$ cat config.mk
export PLATFORM = sky130hd
export DESIGN_NAME = rss_top
export DESIGN_NICKNAME = d
export VERILOG_FILES = /design/src/rss_pkg.sv /design/src/rss_top.sv
export SDC_FILE = /design/constraint.sdc
export NUM_CORES = 1
export LEC_CHECK = 0
export BUFFER_PORTS_ARGS = -buffer_cell sky130_fd_sc_hd__buf_2
export CAP_MARGIN = 30
export CORE_MARGIN = 2
export CORE_UTILIZATION = 35
export DETAILED_ROUTE_END_ITERATION = 10
export GPL_TIMING_DRIVEN = 0
export PLACE_DENSITY = 0.57
export SLEW_MARGIN = 20
export SYNTH_ARGS = -nofsm -noshare
export SYNTH_HDL_FRONTEND = slang
export SYNTH_SLANG_ARGS = --single-unit
$ cat constraint.sdc
create_clock -name CLK_SYS -period 4.1 [get_ports CLK_SYS]
set_clock_uncertainty 0.1 [all_clocks]
set_input_delay 0.615 -clock CLK_SYS [delete_from_list [all_inputs] [get_ports CLK_SYS]]
set_output_delay 0.615 -clock CLK_SYS [all_outputs]
set_load 0.05 [all_outputs]
$ cat src/rss_pkg.sv
// Package for the reset source sequencer: constants, types and register layout
`default_nettype none

package rss_pkg;

  // ------------------------------------------------------------------
  // Register map
  // ------------------------------------------------------------------
  localparam logic [5:0] RSS_STATUS_ADDR = 6'h34;
  localparam int RSS_WDT_BIT = 3;
  localparam int RSS_BOR_BIT = 2;
  localparam int RSS_EXT_BIT = 1;
  localparam int RSS_POR_BIT = 0;
  localparam logic [3:0] RSS_STATUS_RST = 4'h1;

  // ------------------------------------------------------------------
  // Timing
  // ------------------------------------------------------------------
  localparam int RSS_CLK_HZ = 20000000;
  localparam int RSS_RC_HZ = 1000000;
  localparam int RSS_PIN_MIN_CYC = 2;
  localparam int RSS_SHORT_MS = 4;
  localparam int RSS_LONG_MS = 64;
  localparam int RSS_CK_A = 6;
  localparam int RSS_CK_B = 1024;
  localparam int RSS_CK_C = 16384;
  localparam int RSS_SHORT_RC = RSS_RC_HZ / 1000 * RSS_SHORT_MS;
  localparam int RSS_LONG_RC = RSS_RC_HZ / 1000 * RSS_LONG_MS;
  localparam logic [2:0] RSS_SEL_RST = 3'h2;
  localparam logic [15:0] RSS_VECTOR_ADDR = 16'h0000;

  // ------------------------------------------------------------------
  // Types
  // ------------------------------------------------------------------
  typedef enum logic [2:0]
  {
    RSS_ST_HOLD = 3'h1,
    RSS_ST_RC = 3'h2,
    RSS_ST_RUN = 3'h4
  } rss_state_e;

  typedef struct packed
  {
    logic powerup;
    logic brownout;
    logic pin_low;
    logic watchdog;
  } rss_src_s;

  typedef struct packed
  {
    logic we;
    logic [5:0] addr;
    logic [7:0] wdata;
  } rss_io_s;

endpackage : rss_pkg

`default_nettype wire

$ cat src/rss_top.sv
// Reset source sequencer: combines reset sources, times release, keeps cause flags
// ------------------------------------------------------------------
// ------------------------------------------------------------------
`default_nettype none

module rss_top #(
  parameter int RC_DIV = rss_pkg::RSS_CLK_HZ / rss_pkg::RSS_RC_HZ,
  parameter int SHORT_RC = rss_pkg::RSS_SHORT_RC,
  parameter int LONG_RC = rss_pkg::RSS_LONG_RC,
  parameter int CK_C = rss_pkg::RSS_CK_C
)
(
  input wire logic CLK_SYS,
  input wire logic RST_N,
  input wire logic RESET_PIN_N,
  input wire logic POWER_LOW,
  input wire logic BROWNOUT_DETECT,
  input wire logic BROWNOUT_ENABLE_FUSE,
  input wire logic [2:0] STARTUP_DELAY_SELECT,
  input wire logic WDT_ENABLE,
  input wire logic WDT_EXPIRE,
  input wire rss_pkg::rss_io_s IO_REQ,
  output logic [7:0] IO_RDATA,
  output logic CORE_RESET,
  output logic IO_INIT,
  output logic [15:0] START_ADDR
);

  // ------------------------------------------------------------------
  // State
  // ------------------------------------------------------------------
  typedef struct packed
  {
    logic [1:0] pin_sync;
    logic [1:0] pwr_sync;
    logic [1:0] bod_sync;
    logic [1:0] pin_low_cnt;
    logic wdt_pulse;
    logic wdt_prev;
    rss_pkg::rss_state_e state;
    logic [2:0] sel;
    logic [19:0] rc_cnt;
    logic [15:0] ck_cnt;
    logic [7:0] div_cnt;
    logic [3:0] flags;
    logic core_rst;
    logic [7:0] rdata;
    logic [21:0] rc_cyc;
  } rss_st_s;

  rss_st_s s_q;
  rss_st_s s_d;
  rss_pkg::rss_src_s src;
  logic pin_low;
  logic bod_low;
  logic pwr_low;
  logic [19:0] rc_need;
  logic [15:0] ck_need;
  logic rc_tick;
  logic [21:0] rc_lo;
  logic [21:0] rc_hi;

  assign pin_low = s_q.pin_sync[1] == 1'b0;
  assign pwr_low = s_q.pwr_sync[1];
  assign bod_low = s_q.bod_sync[1] & BROWNOUT_ENABLE_FUSE;

  // ------------------------------------------------------------------
  // Delay selection
  // ------------------------------------------------------------------
  always_comb
  begin
    rc_need = 20'h00000;
    ck_need = 16'h0000;
    case (s_q.sel)
      3'h0:
      begin
        rc_need = 20'(SHORT_RC);
        ck_need = 16'(rss_pkg::RSS_CK_A);
      end
      3'h1: ck_need = 16'(rss_pkg::RSS_CK_A);
      3'h2:
      begin
        rc_need = 20'(LONG_RC);
        ck_need = 16'(CK_C);
      end
      3'h3:
      begin
        rc_need = 20'(SHORT_RC);
        ck_need = 16'(CK_C);
      end
      3'h4: ck_need = 16'(CK_C);
      3'h5:
      begin
        rc_need = 20'(LONG_RC);
        ck_need = 16'(rss_pkg::RSS_CK_B);
      end
      3'h6:
      begin
        rc_need = 20'(SHORT_RC);
        ck_need = 16'(rss_pkg::RSS_CK_B);
      end
      default: ck_need = 16'(rss_pkg::RSS_CK_B);
    endcase
  end

  assign rc_tick = s_q.div_cnt == 8'(RC_DIV - 1);

  // ------------------------------------------------------------------
  // Next state
  // ------------------------------------------------------------------
  always_comb
  begin
    s_d = s_q;
    s_d.pin_sync = {s_q.pin_sync[0], RESET_PIN_N};
    s_d.pwr_sync = {s_q.pwr_sync[0], POWER_LOW};
    s_d.bod_sync = {s_q.bod_sync[0], BROWNOUT_DETECT};
    s_d.div_cnt = rc_tick ? 8'h00 : s_q.div_cnt + 8'h01;
    // Cycles spent counting, read only by the delay checks
    s_d.rc_cyc = (s_q.state == rss_pkg::RSS_ST_RC) ? s_q.rc_cyc + 22'h000001 : 22'h000000;

    // Filter needs the pin low for more than two clocks
    if (!pin_low)
      s_d.pin_low_cnt = 2'h0;
    else if (s_q.pin_low_cnt != 2'h3)
      s_d.pin_low_cnt = s_q.pin_low_cnt + 2'h1;

    // One-clock internal pulse from an enabled expiry
    s_d.wdt_pulse = WDT_EXPIRE & WDT_ENABLE & ~s_q.wdt_pulse;
    s_d.wdt_prev = s_q.wdt_pulse;

    src.powerup = pwr_low;
    src.brownout = bod_low;
    src.pin_low = s_q.pin_low_cnt > 2'(rss_pkg::RSS_PIN_MIN_CYC);
    src.watchdog = s_q.wdt_pulse;

    case (s_q.state)
      rss_pkg::RSS_ST_HOLD:
      begin
        // Counter idle while any source persists; starts after the last one ends
        if (!(src.powerup | src.brownout | src.pin_low | src.watchdog))
        begin
          s_d.sel = STARTUP_DELAY_SELECT;
          s_d.rc_cnt = 20'h00000;
          s_d.ck_cnt = 16'h0000;
          s_d.state = rss_pkg::RSS_ST_RC;
        end
      end
      rss_pkg::RSS_ST_RC:
      begin
        if (s_q.rc_cnt < rc_need)
        begin
          if (rc_tick)
            s_d.rc_cnt = s_q.rc_cnt + 20'h00001;
        end
        else if (s_q.ck_cnt < ck_need - 16'h0001)
          s_d.ck_cnt = s_q.ck_cnt + 16'h0001;
        else
          s_d.state = rss_pkg::RSS_ST_RUN;
      end
      rss_pkg::RSS_ST_RUN: ;
      default: s_d.state = rss_pkg::RSS_ST_HOLD;
    endcase

    // Any source restarts the sequence immediately
    if (src.powerup | src.brownout | src.pin_low | src.watchdog)
      s_d.state = rss_pkg::RSS_ST_HOLD;

    s_d.core_rst = s_d.state != rss_pkg::RSS_ST_RUN;

    // Software writes zero to clear; a same-cycle event wins
    if (IO_REQ.we && IO_REQ.addr == rss_pkg::RSS_STATUS_ADDR)
      s_d.flags = s_q.flags & IO_REQ.wdata[3:0];
    if (src.powerup)
      s_d.flags = 4'h1;
    if (src.brownout)
      s_d.flags[rss_pkg::RSS_BOR_BIT] = 1'b1;
    if (src.pin_low)
      s_d.flags[rss_pkg::RSS_EXT_BIT] = 1'b1;
    if (src.watchdog)
      s_d.flags[rss_pkg::RSS_WDT_BIT] = 1'b1;

    s_d.rdata = (IO_REQ.addr == rss_pkg::RSS_STATUS_ADDR) ? {4'h0, s_q.flags} : 8'h00;
  end

  always_ff @(posedge CLK_SYS or negedge RST_N)
  begin
    if (!RST_N)
    begin
      s_q <= '0;
      s_q.pin_sync <= 2'h3;
      s_q.state <= rss_pkg::RSS_ST_HOLD;
      s_q.sel <= rss_pkg::RSS_SEL_RST;
      s_q.flags <= rss_pkg::RSS_STATUS_RST;
      s_q.core_rst <= 1'b1;
    end
    else
      s_q <= s_d;
  end

  assign IO_RDATA = s_q.rdata;
  assign CORE_RESET = s_q.core_rst;
  assign IO_INIT = s_q.core_rst;
  assign START_ADDR = rss_pkg::RSS_VECTOR_ADDR;

  // ------------------------------------------------------------------
  // Check helpers
  // ------------------------------------------------------------------
  // Legal release window; the RC divider phase gives one period of slack
  always_comb
  begin
    rc_hi = 22'(ck_need) + 22'(rc_need) * 22'(RC_DIV);
    if (rc_need == 20'h00000)
      rc_lo = 22'(ck_need);
    else
      rc_lo = 22'(ck_need) + (22'(rc_need) - 22'h000001) * 22'(RC_DIV);
  end
endmodule : rss_top

`default_nettype wire

Word-level counts from Yosys, hierarchy flattened:

Cells that the tools add are included.

* output and inout port bits: 26
* bits in latches: 0
* flip-flop bits (word level): 68
* bits in read-only memories: 0
* memories: 0
* logic and storage cells: 87
* bits of input ports: 26
* memory bits (writable): 0

* add/subtract/negate cells: 5
* magnitude comparators: 3
* reduce and logical (&&, ||, !) cells: 15
* shift operators: 0
* equality and inequality tests: 18
* multiply operators: 0
* mux-type cells: 21
* divide/modulo/power cells: 0
* bitwise gates (word level): 9

Operators with widths (number)
* $pmux W36 S2: 1
* $mux W42: 1
* $mux W20: 2
* $mux W16: 2
* $pmux W16 S2: 1
* $pmux W15 S2: 1
* $add A20 B1 Y20 const B: 1
* $lt A20 B20 Y1: 1
* $add A16 B1 Y16 const B: 1
* $lt A16 B16 Y1: 1
* $sub A16 B1 Y16 const B: 1
* $eq A3 B3 Y1 const B: 4
* $mux W4: 3
* $eq A3 B2 Y1 const B: 3
* $mux W3: 3
* $pmux W3 S3: 1
* $reduce_bool A3 Y1: 3
* $add A8 B1 Y8 const B: 1
* $eq A8 B5 Y1 const B: 1
* $mux W8: 1
* $ne A2 B2 Y1 const B: 4
* $reduce_and A4 Y1: 2
* $eq A3 B1 Y1 const B: 2
* $eq A6 B6 Y1 const B: 1
* other kinds (16): 29

Logic depth before layout (Yosys ltp):

* depth in word-level cells: 10
* mapped depth: 13

Least setup slack after synthesis:

Ideal clock, no wire load.

* path kind: register to register
* start point: register s_q[80] in the netlist's numbering
* end point: register s_q[73] in the netlist's numbering
* buffers on the path: 2
* arrival time: 3032 ps
* data required time: 3922 ps
* setup slack: 890 ps
* stages on the path, launching flop included: 13
* cell sequence: dfstp_2 -> buf_6 -> nand2b_1 -> nor2_1 -> a21oi_1 -> ha_1 -> or4_1 -> a211oi_1 -> o21ai_1 -> or3_1 -> buf_2 -> or4_1 -> a21oi_1

* cells in the longest elaborated chain, start to end: 6

Ends and longest elaborated chain
* from (decl): RTL line rss_top.sv:51 `rss_st_s s_q;`
* $eq A3 B2 Y1 (tied with other cells): RTL line rss_top.sv:74 `case (s_q.sel)`
* $reduce_or A3 Y1 (no source line) / $reduce_or A2 Y1 (equally long branches)
* $pmux W16 S2 (*): RTL line rss_top.sv:74
* $lt A20 B20 Y1 (*): RTL line rss_top.sv:150 `if (s_q.rc_cnt < rc_need)`
* $ne A2 B1 Y1 (no source line) (*)
* $reduce_and A4 Y1 (no source line) (*)

Mark *: on every way between the ends. The rest lies on a longest branch, timed or not.
A chain may end at the register's enable or synchronous reset.

Worst setup path in the final report:

* start point: register s_q[81] in the netlist's numbering
* end point: register s_q[57] in the netlist's numbering

* cells in the longest elaborated chain, start to end: 7

Ends and longest elaborated chain
* $eq A3 B3 Y1 (tied with other cells): RTL line rss_top.sv:74
* $reduce_or A3 Y1 (no source line) / $reduce_or A2 Y1 (equally long branches)
* $pmux W15 S2: RTL line rss_top.sv:74
* $sub A16 B1 Y16: RTL line rss_top.sv:155 `else if (s_q.ck_cnt < ck_need - 16'h0001)`
* $lt A16 B16 Y1: RTL line rss_top.sv:155
* $ne A2 B1 Y1 (no source line)
* $reduce_and A4 Y1 (no source line) (*)

Marked as above.

==> run summary <==
first-pass GRT wire length = 11.7 mm
launching element of the worst setup path = s_q[81]
Place WS = 0.411 ns
highest net fanout along the worst path = 10
layout cells sized above 1 = 19.2%
P&R area growth vs syn = 17.3%
synthesized instance count = 369
number of fill cells = 1012
Data required, critical path = 4.23 ns
switching share of power = 28.7%
Die W = 106 um
final cycle utilization of the critical path = 90.0%
vias in the first global route = 2597
Total Die Area = 11300 um2
result of the run = finished, final reports clean
buffers inserted by post-CTS timing repair = 0
number of slew-limit violations in the final report = 0
buffers added on ports = 27
Vias = 2740
Fin Setup TNS = 0 ns
post-layout power = 1.62 mW
timing endpoint of the critical path = s_q[57]
initial standard-cell utilization of the core = 35.7%
unrepaired setup endpoints after global routing = false
number of nets in the final layout = 471
post-cts sizing count = 0
critical setup path kind = reg2reg
global-route usage over all layers = 12.9%
relative max-transition margin = 56.4%
sequential group share of total power = 43.9%
yosys warns = 0
diode count = 0
count of boundary I/O pins = 52
final routed wire length divided by cell count = 12.2 um
maximum buffer depth of the clock tree = 2
floorplan die height = 106 um
number of search-and-repair iterations in the first detailed-routing pass = 4
clock root cell = sky130_fd_sc_hd__clkbuf_8
number of sinks on the clock net = 68
switching power summed over all nets = 0.467 mW
pin count of the biggest net entering global routing = 55
internal power = 1.16 mW
Peak supply drop = 0.128 mV
overflow left after global routing = 0
max-cap viol count = 0
# DRC = 0
transition at the pin with the smallest max-transition slack = 0.651 ns
Critical Path AT = 3.82 ns
setup slack of the most critical reg-to-reg path = 0.41 ns
HPWL reported at the end of detailed placement = 5.15 mm
floorplan core area = 10200 um2
antenna-violating nets left = 0
endpoints failing setup = 0
TritonCTS clock tree = built
fmax = 271 MHz
type of destination of the critical path = register
Starting DRT DRC Count = 81
clock-pin slew of the registers on the worst-case setup and hold paths = 0.08 ns
number of enable flip-flop cells after synthesis = 0
fin worst setup slack = 0.409 ns
startpoint of the worst register-to-register path = s_q[81]
sequential area share after synthesis = 46.8%
cts hold-fix bufs = 0
htree depth = 3
Yosys cell types = 48
worst hold margin = 0.0259 ns
number of flip-flops and latches in the synthesized netlist = 68
number of vias per cell after detailed routing = 4.82
GPL Wtd Cong = 0.787
# rows = 37
Clock power frac = 37.6%
worst-case reg-to-reg path depth = 10
Leakage = 1.97 nW
initial antenna violation count = 0
Async SR Flop Fraction = 100%
CTS buffer count = 9
logic gate share of total power = 18.5%
Final Hold Violating Endpoints = 0
most instantiated flip-flop cell in the synthesis netlist = sky130_fd_sc_hd__dfrtp_1
time the final worst path needs with I/O delays and setup = 3.69 ns
Syn Area/Cell = 9.90 um2
reg2reg end = s_q[57]
power per standard cell area = 379 nW/um2
clock latency on the worst-skew pair = 0.34 ns
total detailed-routing wirelength = 6.93 mm
post-synthesis cell area = 3650 um2
path type of the worst min-delay path = in2async
launching element type of the critical path = register
-- layout by cell type (no fill, tap or decap), types with 9 or more instances in the layout --
master / n
sky130_fd_sc_hd__and2_1: 11
sky130_fd_sc_hd__a21oi_1: 12
sky130_fd_sc_hd__nand2_1: 34
sky130_fd_sc_hd__clkbuf_8: 9
sky130_fd_sc_hd__nor2_1: 27
sky130_fd_sc_hd__conb_1: 20
sky130_fd_sc_hd__o21ai_0: 13
sky130_fd_sc_hd__ha_1: 18
sky130_fd_sc_hd__xnor2_1: 18
sky130_fd_sc_hd__clkbuf_1: 11
sky130_fd_sc_hd__dfrtp_1: 62
sky130_fd_sc_hd__buf_4: 26
sky130_fd_sc_hd__and3_1: 11
sky130_fd_sc_hd__buf_2: 27
sky130_fd_sc_hd__nand3_1: 22
sky130_fd_sc_hd__nor4_1: 13
-- how the worst min path moves through the flow --
stage                        from           to  cells after the start
after floorplan             RST_N  IO_RDATA[0]                      0
after global placement    s_d[90]      s_q[90]                      0
after detailed placement  s_d[92]      pwr_low                      0
after CTS                   RST_N      s_q[36]                      1
after global routing        RST_N      s_q[36]                      1
final                       RST_N      s_q[36]                      1
-- worst max-delay path, cell delays in order (launching register included) --
cell	delay (ns)
sky130_fd_sc_hd__dfrtp_1	0.33
sky130_fd_sc_hd__clkbuf_1	0.34
sky130_fd_sc_hd__a21oi_1	0.26
sky130_fd_sc_hd__ha_1	0.24
sky130_fd_sc_hd__or4_1	0.51
sky130_fd_sc_hd__a211oi_1	0.26
sky130_fd_sc_hd__o21ai_1	0.25
sky130_fd_sc_hd__o211ai_1	0.60
sky130_fd_sc_hd__clkbuf_1	0.40
sky130_fd_sc_hd__nor4_1	0.13
sky130_fd_sc_hd__a21o_1	0.17
-- registers in the layout (all words and copies together) (netlist names) --
signal	flops
CORE_RESET	1
IO_RDATA	4
pwr_low	1
s_d	4
s_q	58
-- area by class of cell --
class	instances	area (um2)	share of cell area, %
Multi-Input combinational cell	280	1760	41.2
Sequential cell	68	1710	39.9
Buffer	39	249	5.81
Tap cell	136	170	3.97
Timing Repair Buffer	28	165	3.85
Clock buffer	9	124	2.89
Clock inverter	7	100	2.34
Inverter	1	3.75	0.0876
-- cell usage after synthesis, types with 2 or more instances --
cell	n	area, um2
sky130_fd_sc_hd__a211oi_1	2	15.0
sky130_fd_sc_hd__a21o_1	2	15.0
sky130_fd_sc_hd__a21oi_1	12	60.1
sky130_fd_sc_hd__and2_1	11	68.8
sky130_fd_sc_hd__and3_1	11	68.8
sky130_fd_sc_hd__buf_4	25	188
sky130_fd_sc_hd__clkbuf_1	11	41.3
sky130_fd_sc_hd__dfrtp_1	62	1550
sky130_fd_sc_hd__dfstp_2	6	158
sky130_fd_sc_hd__ha_1	18	225
sky130_fd_sc_hd__mux2i_1	5	50.1
sky130_fd_sc_hd__nand2_1	34	128
sky130_fd_sc_hd__nand2b_1	7	43.8
sky130_fd_sc_hd__nand3_1	22	110
sky130_fd_sc_hd__nand4_1	5	31.3
sky130_fd_sc_hd__nor2_1	27	101
sky130_fd_sc_hd__nor2b_1	4	25.0
sky130_fd_sc_hd__nor3_1	8	40.0
sky130_fd_sc_hd__nor4_1	13	81.3
sky130_fd_sc_hd__nor4b_1	3	26.3
sky130_fd_sc_hd__o211ai_1	7	52.6
sky130_fd_sc_hd__o21a_1	2	15.0
sky130_fd_sc_hd__o21ai_0	13	65.1
sky130_fd_sc_hd__o31ai_1	6	45.0
sky130_fd_sc_hd__or3_1	6	37.5
sky130_fd_sc_hd__or4_1	5	37.5
sky130_fd_sc_hd__xnor2_1	18	158
sky130_fd_sc_hd__xor2_1	4	35.0
-- per-stage QoR --
step,instance area (um2),utilization [%],instances
floorplan,3730,-,388
global placement,4030,39.4,551
detailed placement,4060,39.7,552
CTS,4290,41.9,568
global route,4290,41.9,568
finish,4290,41.9,568
-- cells by family after synthesis --
logic type	count (synthesis)	synth area share, %
muxes	6	1.78
buffers and inverters	40	6.92
AOI/OAI and AO/OA	53	9.79
and+or+nand+nor	161	23.2
xor gates and xnor gates	22	5.27
other	1	0.103
adders and majority gates	18	6.16
DFF	68	46.8
-- per-layer routing --
metal	global-route usage (%)	wire (um)
met5	0	0
met1	15.5	3160
met2	22.6	3540
met3	2.39	130
met4	5.36	106
-- power by group through the flow --
| stage | Combinational, mW | Sequential (mW) | Clock (mW) |
|---|---|---|---|
| after floorplan | 0.229 | 0.722 | 0 |
| after global routing | 0.337 | 0.717 | 0.659 |
| after global placement | 0.291 | 0.725 | 0 |
| after CTS | 0.307 | 0.713 | 0.632 |
| after detailed placement | 0.306 | 0.726 | 0 |
| final | 0.301 | 0.713 | 0.610 |
Note: power is estimated with default switching activity, not from simulation.
